## src/kmf_pkg.sv

```systemverilog
// constants and types shared by the front-panel keypad block
package kmf_pkg;
   // timing base, all long counts run on a 1 ms tick
   localparam int CLK_HZ = 50000000;
   localparam int TICK_US = 1000;
   localparam int TICK_CYC = CLK_HZ / 1000000 * TICK_US;
   localparam int LONG_MS = 1000;
   localparam int HALF_MS = 500;
   localparam int IDLE_MIN = 2;
   localparam int IDLE_MS = IDLE_MIN * 60000;
   localparam logic [3:0] DEB_MS = 4'ha;

   // parameter table slots
   localparam int NPAR = 8;
   localparam logic [2:0] P_DAY = 3'h0;
   localparam logic [2:0] P_NIGHT = 3'h1;
   localparam logic [2:0] P_MAN = 3'h2;
   localparam logic [2:0] P_PASS = 3'h3;
   localparam logic [2:0] P_PASSWORD_PROTECT_ENABLE = 3'h4;
   localparam logic [2:0] P_FUNC = 3'h5;
   localparam logic [2:0] P_LAST = 3'h7;
   localparam logic [15:0] RST_PAR [NPAR] = '{16'h00c8, 16'h0096, 16'h0000, 16'h0000,
                                             16'h0000, 16'h0000, 16'h0000, 16'h0000};

   // function-select codes
   localparam logic [15:0] F_NONE = 16'h0000;
   localparam logic [15:0] F_NIGHT = 16'h0001;
   localparam logic [15:0] F_LOCK = 16'h0002;
   localparam logic [15:0] F_MAN1 = 16'h0003;
   localparam logic [15:0] F_RUN_STOP = 16'h0007;

   // password entry
   localparam logic [1:0] PW_LAST = 2'h3;
   localparam logic [3:0] DIG_MAX = 4'h9;

   // register bus map
   localparam logic [2:0] A_PAR_BLK = 3'h0;
   localparam logic [7:0] A_STAT = 8'h20;
   localparam logic [1:0] RESP_OK = 2'h0;
   localparam logic [1:0] RESP_ERR = 2'h2;

   typedef enum logic [1:0] {ST_MEAS, ST_PASS, ST_BROWSE, ST_EDIT} kmf_state_t;

   typedef enum logic [3:0] {
      MSG_NONE, MSG_DAY, MSG_NIGHT, MSG_LOCK, MSG_LOCK_OFF,
      MSG_MANUAL_ON, MSG_MANUAL_OFF, MSG_RUN, MSG_STOP
   } kmf_msg_t;

   typedef struct packed {
      logic key_up;
      logic key_down;
      logic key_set;
      logic key_func;
      logic level_input;
   } kmf_keys_t;

   typedef struct packed {
      kmf_state_t mode;
      logic [2:0] idx;
      logic [15:0] value;
      logic flash;
      kmf_msg_t msg;
   } kmf_disp_t;

   typedef struct packed {
      logic stb;
      logic [2:0] idx;
      logic [15:0] value;
   } kmf_save_t;

   typedef struct packed {
      logic quick;
      logic run;
      logic night;
      logic lock;
      logic act;
      logic [3:0] manual;
      kmf_state_t mode;
   } kmf_stat_t;
endpackage

```

## src/kmf_front_panel.sv

```systemverilog
// front-panel keypad, menu, password and function-input control
`timescale 1ns/1ps
//
// Overview of operation
// - up/down alone adjust setpoint, or manual level
// - set in display opens quick access menu
// - both held 1 s open menu, password
// - function key held 1 s toggles action
// - set edits, second set confirms and stores
// - browse steps parameters, edit changes value
// - brief both cancels edit, 0.5 s exits
// - two minutes idle returns to display
// - leds follow output one, two, three
// - key and level input share action
// - function key ignored while level active
// - action start and stop show message
// - function none makes both inert
// - action selects night setpoint over day
// - lock action disables all but function
// - manual actions force chosen output manual
// - run/stop action halts all outputs
// - every parameter change goes to storage
// - password digits entered, compared on last
module kmf_front_panel
   import kmf_pkg::*;
#(
   parameter int TICK_CYCLES = TICK_CYC,
   parameter int IDLE_TICKS = IDLE_MS
)
(
   // clock and reset
   input logic clk,
   input logic rst_n,
   // operator keys and level input
   input kmf_keys_t keys,
   // present state of the three outputs
   input logic [2:0] out_on,
   // indicators and display
   output logic [2:0] led_o,
   output kmf_disp_t disp_o,
   // effects of the function action
   output logic sp_night_o,
   output logic kbd_lock_o,
   output logic [3:0] manual_force_o,
   output logic control_run_o,
   // non-volatile store write
   output kmf_save_t nv_save_o,
   // axi4-lite slave
   input logic [7:0] s_axi_awaddr,
   input logic s_axi_awvalid,
   output logic s_axi_awready,
   input logic [31:0] s_axi_wdata,
   input logic [3:0] s_axi_wstrb,
   input logic s_axi_wvalid,
   output logic s_axi_wready,
   output logic [1:0] s_axi_bresp,
   output logic s_axi_bvalid,
   input logic s_axi_bready,
   input logic [7:0] s_axi_araddr,
   input logic s_axi_arvalid,
   output logic s_axi_arready,
   output logic [31:0] s_axi_rdata,
   output logic [1:0] s_axi_rresp,
   output logic s_axi_rvalid,
   input logic s_axi_rready
);

   logic tick_reg;
   logic [15:0] tick_cnt_reg;
   kmf_keys_t k;
   kmf_keys_t prev_reg;
   logic [15:0] par_reg [NPAR];
   kmf_state_t st_reg, st_next;
   logic [2:0] idx_reg, idx_next;
   logic [15:0] edit_reg, edit_next;
   logic [15:0] code_reg, code_next;
   logic [1:0] dig_reg, dig_next;
   logic quick_reg, quick_next;
   logic combo_reg, used_reg;
   logic [9:0] combo_ms_reg, fn_ms_reg;
   logic [16:0] idle_reg;
   logic act_reg, act_next;
   kmf_msg_t msg_reg, msg_next;
   kmf_save_t sv;
   logic [3:0] man_w;

   // 1 ms enable pulse
   always_ff @(posedge clk)
   begin
      if (!rst_n || tick_cnt_reg == 16'(TICK_CYCLES - 1))
         tick_cnt_reg <= 16'h0000;
      else
         tick_cnt_reg <= tick_cnt_reg + 16'h0001;
      tick_reg <= rst_n && tick_cnt_reg == 16'(TICK_CYCLES - 1);
   end

   // inputs cleaned before any decoding, so bounce never yields two presses
   kmf_debounce u_deb (
      .clk(clk),
      .rst_n(rst_n),
      .tick(tick_reg),
      .raw(keys),
      .clean(k)
   );

   // action effects; lock gates every key except the function key
   logic [15:0] fsel;
   logic lock_w, night_w, run_w, ku, kd, ks, man1;
   assign fsel = par_reg[P_FUNC];
   assign lock_w = act_reg && fsel == F_LOCK;
   assign night_w = act_reg && fsel == F_NIGHT;
   assign run_w = !(act_reg && fsel == F_RUN_STOP);
   assign ku = k.key_up && !lock_w;
   assign kd = k.key_down && !lock_w;
   assign ks = k.key_set && !lock_w;
   assign man1 = man_w[0];

   // one manual-force bit per output, codes consecutive from F_MAN1
   genvar gi;
   for (gi = 0; gi < 4; gi++)
   begin : g_man
      assign man_w[gi] = act_reg && fsel == F_MAN1 + 16'(gi);
   end

   // key events; single up and down presses act on release so a chord is never misread, set acts on press
   logic both, up_rel, dn_rel, ev_up, ev_dn, ev_set, ev_short, ev_long, ev_half;
   logic ev_fn, lv_rise, lv_fall, ev_idle, any_key;
   assign both = ku && kd;
   assign up_rel = prev_reg.key_up && !ku;
   assign dn_rel = prev_reg.key_down && !kd;
   assign ev_up = up_rel && !kd && !combo_reg;
   assign ev_dn = dn_rel && !ku && !combo_reg;
   assign ev_set = ks && !prev_reg.key_set;
   assign ev_short = combo_reg && !ku && !kd && !used_reg &&
                     combo_ms_reg < 10'(HALF_MS);
   assign ev_long = both && tick_reg && !used_reg && combo_ms_reg == 10'(LONG_MS - 1);
   assign ev_half = both && tick_reg && !used_reg && combo_ms_reg == 10'(HALF_MS - 1);
   assign ev_fn = k.key_func && !k.level_input && tick_reg &&
                  fn_ms_reg == 10'(LONG_MS - 1);
   assign lv_rise = k.level_input && !prev_reg.level_input;
   assign lv_fall = !k.level_input && prev_reg.level_input;
   assign any_key = k.key_up || k.key_down || k.key_set || k.key_func;
   assign ev_idle = tick_reg && idle_reg == 17'(IDLE_TICKS - 1);

   // hold timers count ms ticks and saturate
   always_ff @(posedge clk)
   begin
      if (!rst_n)
      begin
         prev_reg <= '0;
         combo_reg <= 1'b0;
         used_reg <= 1'b0;
         combo_ms_reg <= 10'h000;
         fn_ms_reg <= 10'h000;
         idle_reg <= 17'h00000;
      end
      else
      begin
         prev_reg <= '{ku, kd, ks, k.key_func, k.level_input};
         combo_reg <= both || (combo_reg && (ku || kd));
         used_reg <= (ku || kd) && (used_reg || (ev_half && st_reg != ST_MEAS) ||
                     (ev_long && st_reg == ST_MEAS));
         if (!both)
            combo_ms_reg <= 10'h000;
         else if (tick_reg && combo_ms_reg != 10'h3ff)
            combo_ms_reg <= combo_ms_reg + 10'h001;
         if (!k.key_func)
            fn_ms_reg <= 10'h000;
         else if (tick_reg && fn_ms_reg != 10'h3ff)
            fn_ms_reg <= fn_ms_reg + 10'h001;
         if (any_key || st_reg == ST_MEAS || ev_idle)
            idle_reg <= 17'h00000;
         else if (tick_reg)
            idle_reg <= idle_reg + 17'h00001;
      end
   end

   // key and level input drive one action; level edges set it, key toggles
   always_comb
   begin
      act_next = act_reg;
      if (fsel == F_NONE)
         act_next = 1'b0;
      else if (lv_rise)
         act_next = 1'b1;
      else if (lv_fall)
         act_next = 1'b0;
      else if (ev_fn)
         act_next = !act_reg;
      msg_next = msg_reg;
      if (act_next != act_reg)
      begin
         case (fsel)
            F_NIGHT: msg_next = act_next ? MSG_NIGHT : MSG_DAY;
            F_LOCK: msg_next = act_next ? MSG_LOCK : MSG_LOCK_OFF;
            F_RUN_STOP: msg_next = act_next ? MSG_STOP : MSG_RUN;
            default: msg_next = act_next ? MSG_MANUAL_ON : MSG_MANUAL_OFF;
         endcase
      end
   end

   // measurement-mode step target follows output-one manual (man1) and night selection
   logic [2:0] tgt;
   logic [3:0] dig_val;
   assign tgt = man1 ? P_MAN : (night_w ? P_NIGHT : P_DAY);
   assign dig_val = code_reg[{dig_reg, 2'b00} +: 4];

   // menu state machine
   always_comb
   begin
      st_next = st_reg;
      idx_next = idx_reg;
      edit_next = edit_reg;
      code_next = code_reg;
      dig_next = dig_reg;
      quick_next = quick_reg;
      sv = '0;
      case (st_reg)
         ST_MEAS:
         begin
            if (ev_up || ev_dn)
               sv = '{1'b1, tgt, ev_up ? par_reg[tgt] + 16'h0001 : par_reg[tgt] - 16'h0001};
            if (ev_set)
            begin
               st_next = ST_BROWSE;
               quick_next = 1'b1;
               idx_next = P_DAY;
            end
            else if (ev_long)
            begin
               st_next = par_reg[P_PASSWORD_PROTECT_ENABLE] != 16'h0000 ? ST_PASS : ST_BROWSE;
               quick_next = 1'b0;
               idx_next = P_DAY;
               code_next = 16'h0000;
               dig_next = 2'h0;
            end
         end
         ST_PASS:
         begin
            if (ev_up)
               code_next[{dig_reg, 2'b00} +: 4] = dig_val == DIG_MAX ? 4'h0 : dig_val + 4'h1;
            else if (ev_dn)
               code_next[{dig_reg, 2'b00} +: 4] = dig_val == 4'h0 ? DIG_MAX : dig_val - 4'h1;
            else if (ev_set && dig_reg == PW_LAST)
               st_next = code_reg == par_reg[P_PASS] ? ST_BROWSE : ST_MEAS;
            else if (ev_set)
               dig_next = dig_reg + 2'h1;
         end
         ST_BROWSE:
         begin
            if (ev_up)
               idx_next = idx_reg == P_LAST ? 3'h0 : idx_reg + 3'h1;
            else if (ev_dn)
               idx_next = idx_reg == 3'h0 ? P_LAST : idx_reg - 3'h1;
            else if (ev_set)
            begin
               st_next = ST_EDIT;
               edit_next = par_reg[idx_reg];
            end
         end
         ST_EDIT:
         begin
            if (ev_up)
               edit_next = edit_reg + 16'h0001;
            else if (ev_dn)
               edit_next = edit_reg - 16'h0001;
            else if (ev_set)
            begin
               sv = '{1'b1, idx_reg, edit_reg};
               st_next = ST_BROWSE;
            end
            else if (ev_short)
               st_next = ST_BROWSE;
         end
         default: st_next = ST_MEAS;
      endcase
      if (st_reg != ST_MEAS && (ev_half || ev_idle))
      begin
         st_next = ST_MEAS;
         sv = '0;
      end
   end

   // axi4-lite write: address and data latched independently, in either order
   logic aw_full_reg, w_full_reg, wr_do, aw_full_next, w_full_next, bvalid_next;
   logic [7:0] aw_addr_reg;
   logic [31:0] wdata_reg;
   logic [3:0] wstrb_reg;
   logic wr_par, rd_par, rd_stat, rvalid_next;
   logic [2:0] wi;
   logic [15:0] wval;
   kmf_stat_t stat;
   assign wr_do = aw_full_reg && w_full_reg && !s_axi_bvalid;
   assign aw_full_next = !wr_do && (aw_full_reg || (s_axi_awvalid && s_axi_awready));
   assign w_full_next = !wr_do && (w_full_reg || (s_axi_wvalid && s_axi_wready));
   assign bvalid_next = wr_do || (s_axi_bvalid && !s_axi_bready);
   assign wi = aw_addr_reg[4:2];
   assign wr_par = wr_do && aw_addr_reg[7:5] == A_PAR_BLK && aw_addr_reg[1:0] == 2'b00;
   assign wval = {wstrb_reg[1] ? wdata_reg[15:8] : par_reg[wi][15:8],
                  wstrb_reg[0] ? wdata_reg[7:0] : par_reg[wi][7:0]};
   assign rd_par = s_axi_araddr[7:5] == A_PAR_BLK && s_axi_araddr[1:0] == 2'b00;
   assign rd_stat = s_axi_araddr == A_STAT;
   assign rvalid_next = (s_axi_arvalid && s_axi_arready) || (s_axi_rvalid && !s_axi_rready);
   assign stat = '{quick_reg, run_w, night_w, lock_w, act_reg, man_w, st_reg};

   always_ff @(posedge clk)
   begin
      if (!rst_n)
      begin
         aw_full_reg <= 1'b0;
         w_full_reg <= 1'b0;
         s_axi_awready <= 1'b0;
         s_axi_wready <= 1'b0;
         s_axi_bvalid <= 1'b0;
         s_axi_bresp <= RESP_OK;
         s_axi_arready <= 1'b0;
         s_axi_rvalid <= 1'b0;
         s_axi_rdata <= 32'h00000000;
         s_axi_rresp <= RESP_OK;
         aw_addr_reg <= 8'h00;
         wdata_reg <= 32'h00000000;
         wstrb_reg <= 4'h0;
      end
      else
      begin
         aw_full_reg <= aw_full_next;
         w_full_reg <= w_full_next;
         s_axi_awready <= !aw_full_next && !bvalid_next;
         s_axi_wready <= !w_full_next && !bvalid_next;
         s_axi_bvalid <= bvalid_next;
         s_axi_arready <= !rvalid_next;
         s_axi_rvalid <= rvalid_next;
         if (s_axi_awvalid && s_axi_awready)
            aw_addr_reg <= s_axi_awaddr;
         if (s_axi_wvalid && s_axi_wready)
         begin
            wdata_reg <= s_axi_wdata;
            wstrb_reg <= s_axi_wstrb;
         end
         if (wr_do) // status is read-only but answers okay
            s_axi_bresp <= (wr_par || aw_addr_reg == A_STAT) ? RESP_OK : RESP_ERR;
         if (s_axi_arvalid && s_axi_arready)
         begin
            s_axi_rdata <= rd_par ? {16'h0000, par_reg[s_axi_araddr[4:2]]} :
                           rd_stat ? {21'h000000, stat} : 32'h00000000;
            s_axi_rresp <= (rd_par || rd_stat) ? RESP_OK : RESP_ERR;
         end
      end
   end

   // parameter table; a bus write wins over a keypad store in the same cycle
   always_ff @(posedge clk)
   begin
      if (!rst_n)
      begin
         for (int i = 0; i < NPAR; i++)
            par_reg[i] <= RST_PAR[i];
         nv_save_o <= '0;
      end
      else
      begin
         if (wr_par)
            par_reg[wi] <= wval;
         else if (sv.stb)
            par_reg[sv.idx] <= sv.value;
         nv_save_o <= wr_par ? kmf_save_t'{1'b1, wi, wval} : sv;
      end
   end

   // state and output registers
   always_ff @(posedge clk)
   begin
      if (!rst_n)
      begin
         st_reg <= ST_MEAS;
         idx_reg <= 3'h0;
         edit_reg <= 16'h0000;
         code_reg <= 16'h0000;
         dig_reg <= 2'h0;
         quick_reg <= 1'b0;
         act_reg <= 1'b0;
         msg_reg <= MSG_NONE;
         led_o <= 3'h0;
         disp_o <= '0;
         sp_night_o <= 1'b0;
         kbd_lock_o <= 1'b0;
         manual_force_o <= 4'h0;
         control_run_o <= 1'b1;
      end
      else
      begin
         st_reg <= st_next;
         idx_reg <= idx_next;
         edit_reg <= edit_next;
         code_reg <= code_next;
         dig_reg <= dig_next;
         quick_reg <= quick_next;
         act_reg <= act_next;
         msg_reg <= msg_next;
         led_o <= out_on;
         disp_o <= '{st_reg, idx_reg,
                     st_reg == ST_EDIT ? edit_reg : st_reg == ST_PASS ? code_reg :
                     st_reg == ST_BROWSE ? par_reg[idx_reg] : par_reg[tgt],
                     st_reg == ST_EDIT || st_reg == ST_PASS, msg_reg};
         sp_night_o <= night_w;
         kbd_lock_o <= lock_w;
         manual_force_o <= man_w;
         control_run_o <= run_w;
      end
   end
endmodule

```

## src/kmf_debounce.sv

```systemverilog
// synchroniser and debouncer for the keys and the level input
`timescale 1ns/1ps
module kmf_debounce
   import kmf_pkg::*;
(
   // clock, reset, 1 ms tick
   input logic clk,
   input logic rst_n,
   input logic tick,
   // raw and clean levels
   input kmf_keys_t raw,
   output kmf_keys_t clean
);
   // one filter per input bit; a level must hold DEB_MS ticks to be taken
   genvar i;
   for (i = 0; i < $bits(kmf_keys_t); i++)
   begin : g_bit
      logic s1_reg;
      logic s2_reg;
      logic st_reg;
      logic [3:0] cnt_reg;
      always_ff @(posedge clk)
      begin
         if (!rst_n)
         begin
            s1_reg <= 1'b0;
            s2_reg <= 1'b0;
            st_reg <= 1'b0;
            cnt_reg <= 4'h0;
         end
         else
         begin
            s1_reg <= raw[i];
            s2_reg <= s1_reg;
            if (s2_reg == st_reg)
               cnt_reg <= 4'h0;
            else if (tick && cnt_reg == DEB_MS - 4'h1)
            begin
               st_reg <= s2_reg;
               cnt_reg <= 4'h0;
            end
            else if (tick)
               cnt_reg <= cnt_reg + 4'h1;
         end
      end
      assign clean[i] = st_reg;
   end
endmodule

```

## config.mk

```make
export PLATFORM = sky130hd
export DESIGN_NAME = kmf_front_panel
export DESIGN_NICKNAME = d
export VERILOG_FILES = /design/src/kmf_pkg.sv /design/src/kmf_front_panel.sv /design/src/kmf_debounce.sv
export SDC_FILE = /design/constraint.sdc
export NUM_CORES = 1
export LEC_CHECK = 0
export BUFFER_PORTS_ARGS = -buffer_cell sky130_fd_sc_hd__buf_2
export CAP_MARGIN = 40
export CELL_PAD_IN_SITES_DETAIL_PLACEMENT = 0
export CELL_PAD_IN_SITES_GLOBAL_PLACEMENT = 2
export CORE_ASPECT_RATIO = 1.75
export CORE_MARGIN = 2
export CORE_UTILIZATION = 25
export CTS_CLUSTER_SIZE = 30
export DETAILED_ROUTE_END_ITERATION = 7
export PLACE_DENSITY = 0.62
export SKIP_LAST_GASP = 1
export SYNTH_ARGS = -nofsm -noshare
export SYNTH_HDL_FRONTEND = slang
export SYNTH_HIERARCHICAL = 1
export SYNTH_SLANG_ARGS = --single-unit
```

## constraint.sdc

```tcl
create_clock -name clk -period 5.4 [get_ports clk]
set_input_delay 1.08 -clock clk [delete_from_list [all_inputs] [get_ports clk]]
set_output_delay 1.08 -clock clk [all_outputs]
set_load 0.01 [all_outputs]
```

==> parameters.txt <==
Parameter                              Value

Flow run
  MaxCap Viol Count    0

Worst setup path
  Req. time, crit path    5740 ps
  Startpoint types    register
  Crit path capture type    register
  Start-to-end type of the worst setup path    reg2reg
  Maximum fanout encountered on the critical timing path    27
  Arr. time, crit path    5230 ps

Synth
  EDFF count, synth    128
  Syn_area_per_cell    9.82 um^2
  Fraction of registers with async set/reset    0
  Number of instances in the synthesized netlist    2,198
  Dominant synthesized flop cell    sky130_fd_sc_hd__dfxtp_1
  Summed instance area of the synthesized netlist    21,600 um^2
  Share of the yosys chip area belonging to registers    0.413
  Seq cells post-synth    381
  Yosys Warn Count    6
  Count of unique library cells instantiated by Yosys    109

GRT
  Global-route wire length before repair    123,000 um
  Maximum number of pins on one net before global-route repair    56
  Number of antenna violations at the first check in global routing    1
  Via count of the first global-routing pass    18,000
  All-Layer GR Usage    0.191
  Global route overflow    0

Min path
  Type of the most critical hold path    reg2reg

Finish
  Area growth from synthesis to layout    17.2%
  Flip-flop count of the largest register, all copies and words added    128
  Diodes inserted    0
  Number of nets in the layout    2,460
  Most frequent cells in the layout    390 x sky130_fd_sc_hd__nor2_1, 249 x sky130_fd_sc_hd__dfxtp_1, 183 x sky130_fd_sc_hd__nand2_1
  Share of cells above drive strength 1    0.202
  Final core utilization    0.296
  Commonest non-fill, non-tap cell in the layout    sky130_fd_sc_hd__nor2_1

CTS
  Clock latency on the worst-skew pair    620 ps
  CTS buffer count    43
  Post-CTS repair timing setup buffer count    0
  Root cell of the clock tree    sky130_fd_sc_hd__clkbuf_16
  Clock-pin slew on the worst setup and hold paths    70 ps
  Post_cts resized    0
  Maximum clock insertion buffer count    3
  TritonCTS clock tree    built
  CTS hold repair buffers    0
  Number of clock sinks    381
  Level count of the clock H-tree    2

Die
  I/O pin total    164
  Die Span Y    393 um
  Cell Rows    142
  Die Area    88,800 um^2
  DIE WIDTH    226 um
  Initial core utilization    0.252
  Area inside the core boundary    85,600 um^2

Power
  Pwr Density    283 nW/um^2
  Leakage component of the power    9.22 nW
  Final total power    7.16 mW
  Maximum VDD drop    219 uV

Route
  Number of design rule violations left after detail routing    0
  Number of routed nets with antenna violations    0
  Per-cell routed wire length    24.2 um
  Via/cell ratio    5.07
  Routed wire length    85,200 um
  First drt pass iteration count    5
  Starting DRC count in detailed routing    960
  Count of vias placed by the detailed router    17,800

Placement
  Half-perimeter wire length after placement    66,300 um
  Total of buffers placed on input and output ports    127
  Placer Congestion    0.930

STA
  Final clock period utilization by the worst path    0.906
  Worst slew pin tran    837 ps
  Peak clock frequency supported by timing    0.204 GHz
  Final hold viol count    0
  Tmin final    4890 ps
  Setup total negative slack    0 ps
  Number of setup violations in the final report    0
  Worst Hold Slack    419 ps
  Unrepaired setup endpoints after global routing    no
  Max-slew violation count    0
  Worst clock skew on the final layout    43.1 ps
  Worst max-slew margin expressed relative to the limit    0.426

Outcome
  Status    complete, no violations
[critical path, stage by stage (launching register included)]
cell,delay (ps)
sky130_fd_sc_hd__edfxtp_1,470
sky130_fd_sc_hd__nor4_4,520
sky130_fd_sc_hd__nand4_4,370
sky130_fd_sc_hd__o21ai_4,260
sky130_fd_sc_hd__inv_2,290
sky130_fd_sc_hd__ha_1,500
sky130_fd_sc_hd__a21oi_1,280
sky130_fd_sc_hd__nor2_1,60
sky130_fd_sc_hd__a2111oi_0,430
sky130_fd_sc_hd__o21ai_1,150
sky130_fd_sc_hd__a31oi_1,300
sky130_fd_sc_hd__mux2i_1,250
sky130_fd_sc_hd__a221oi_2,600
sky130_fd_sc_hd__nor2_1,100
[worst paths after layout]
kind	cells past startpoint	to	slack [ps]	start
worst max-delay path	13	par_reg[7][10]	510	par_reg[5][3]
worst max register to register	13	par_reg[7][10]	510	par_reg[5][3]
worst min-delay path	1	u_deb/g_bit[0].s2_reg	420	u_deb/g_bit[0].s1_reg
worst min register to register	1	u_deb/g_bit[0].s2_reg	420	u_deb/g_bit[0].s1_reg
[cell usage after synthesis (40+ instances only)]
library cell	instances	area (um^2)
sky130_fd_sc_hd__nor3_1	40	200
sky130_fd_sc_hd__xnor2_1	52	455
sky130_fd_sc_hd__mux2i_1	92	921
sky130_fd_sc_hd__clkbuf_1	84	315
sky130_fd_sc_hd__o21ai_0	61	305
sky130_fd_sc_hd__dfxtp_1	253	5060
sky130_fd_sc_hd__nor2_1	390	1460
sky130_fd_sc_hd__edfxtp_1	128	3840
sky130_fd_sc_hd__ha_1	58	726
sky130_fd_sc_hd__nand3_1	47	235
sky130_fd_sc_hd__a21oi_1	141	706
sky130_fd_sc_hd__nand2_1	183	687
sky130_fd_sc_hd__mux4_2	100	2250
sky130_fd_sc_hd__xor2_1	53	464
sky130_fd_sc_hd__a211oi_1	59	443
[stage by stage]
step                      worst slack, ps  cells  area, um^2
final                                 508   3521       25300
after global routing                  183   3521       25300
after CTS                             622   3521       25300
after detailed placement              633   3441       23800
after global placement                589   3427       23600
after floorplan                      1440   2215       21700
[layout make-up]
class                           instances  area (um^2)
Clock buffer                           57         1280
Sequential cell                       381         8910
Timing Repair Buffer                  221         1400
Multi-Input combinational cell       1649        11900
Inverter                               38          145
Fill cell                            9068        60300
Clock inverter                         23          245
Tap cell                             1152         1440
[power breakdown]
part / switching [mW] / internal (mW)
Sequential: 0.0846 / 3.04
Clock: 1.33 / 1.83
Combinational: 0.553 / 0.315
[metal layers]
layer,share of wire,up-vias,track usage
met3,0.036,203,0.0223
met1,0.34,8884,0.187
met5,0.00014,-,0
met2,0.53,510,0.360
li1,-,8245,-
met4,0.090,2,0.150
[kinds of logic (layout without fill, tap and decap cells)]
group,count (synthesis),in the layout,synth area share
multiplexers,198,198,0.150
other,1,18,0.000174
XOR/XNOR,105,105,0.0426
AO/OA/AOI/OAI,409,409,0.127
flip-flops,381,381,0.413
AND/OR/NAND/NOR,859,859,0.191
buffers and inverters,185,339,0.0414
adder cells (fa/ha/maj),60,60,0.0350
Power figures use the tool's default switching activity.
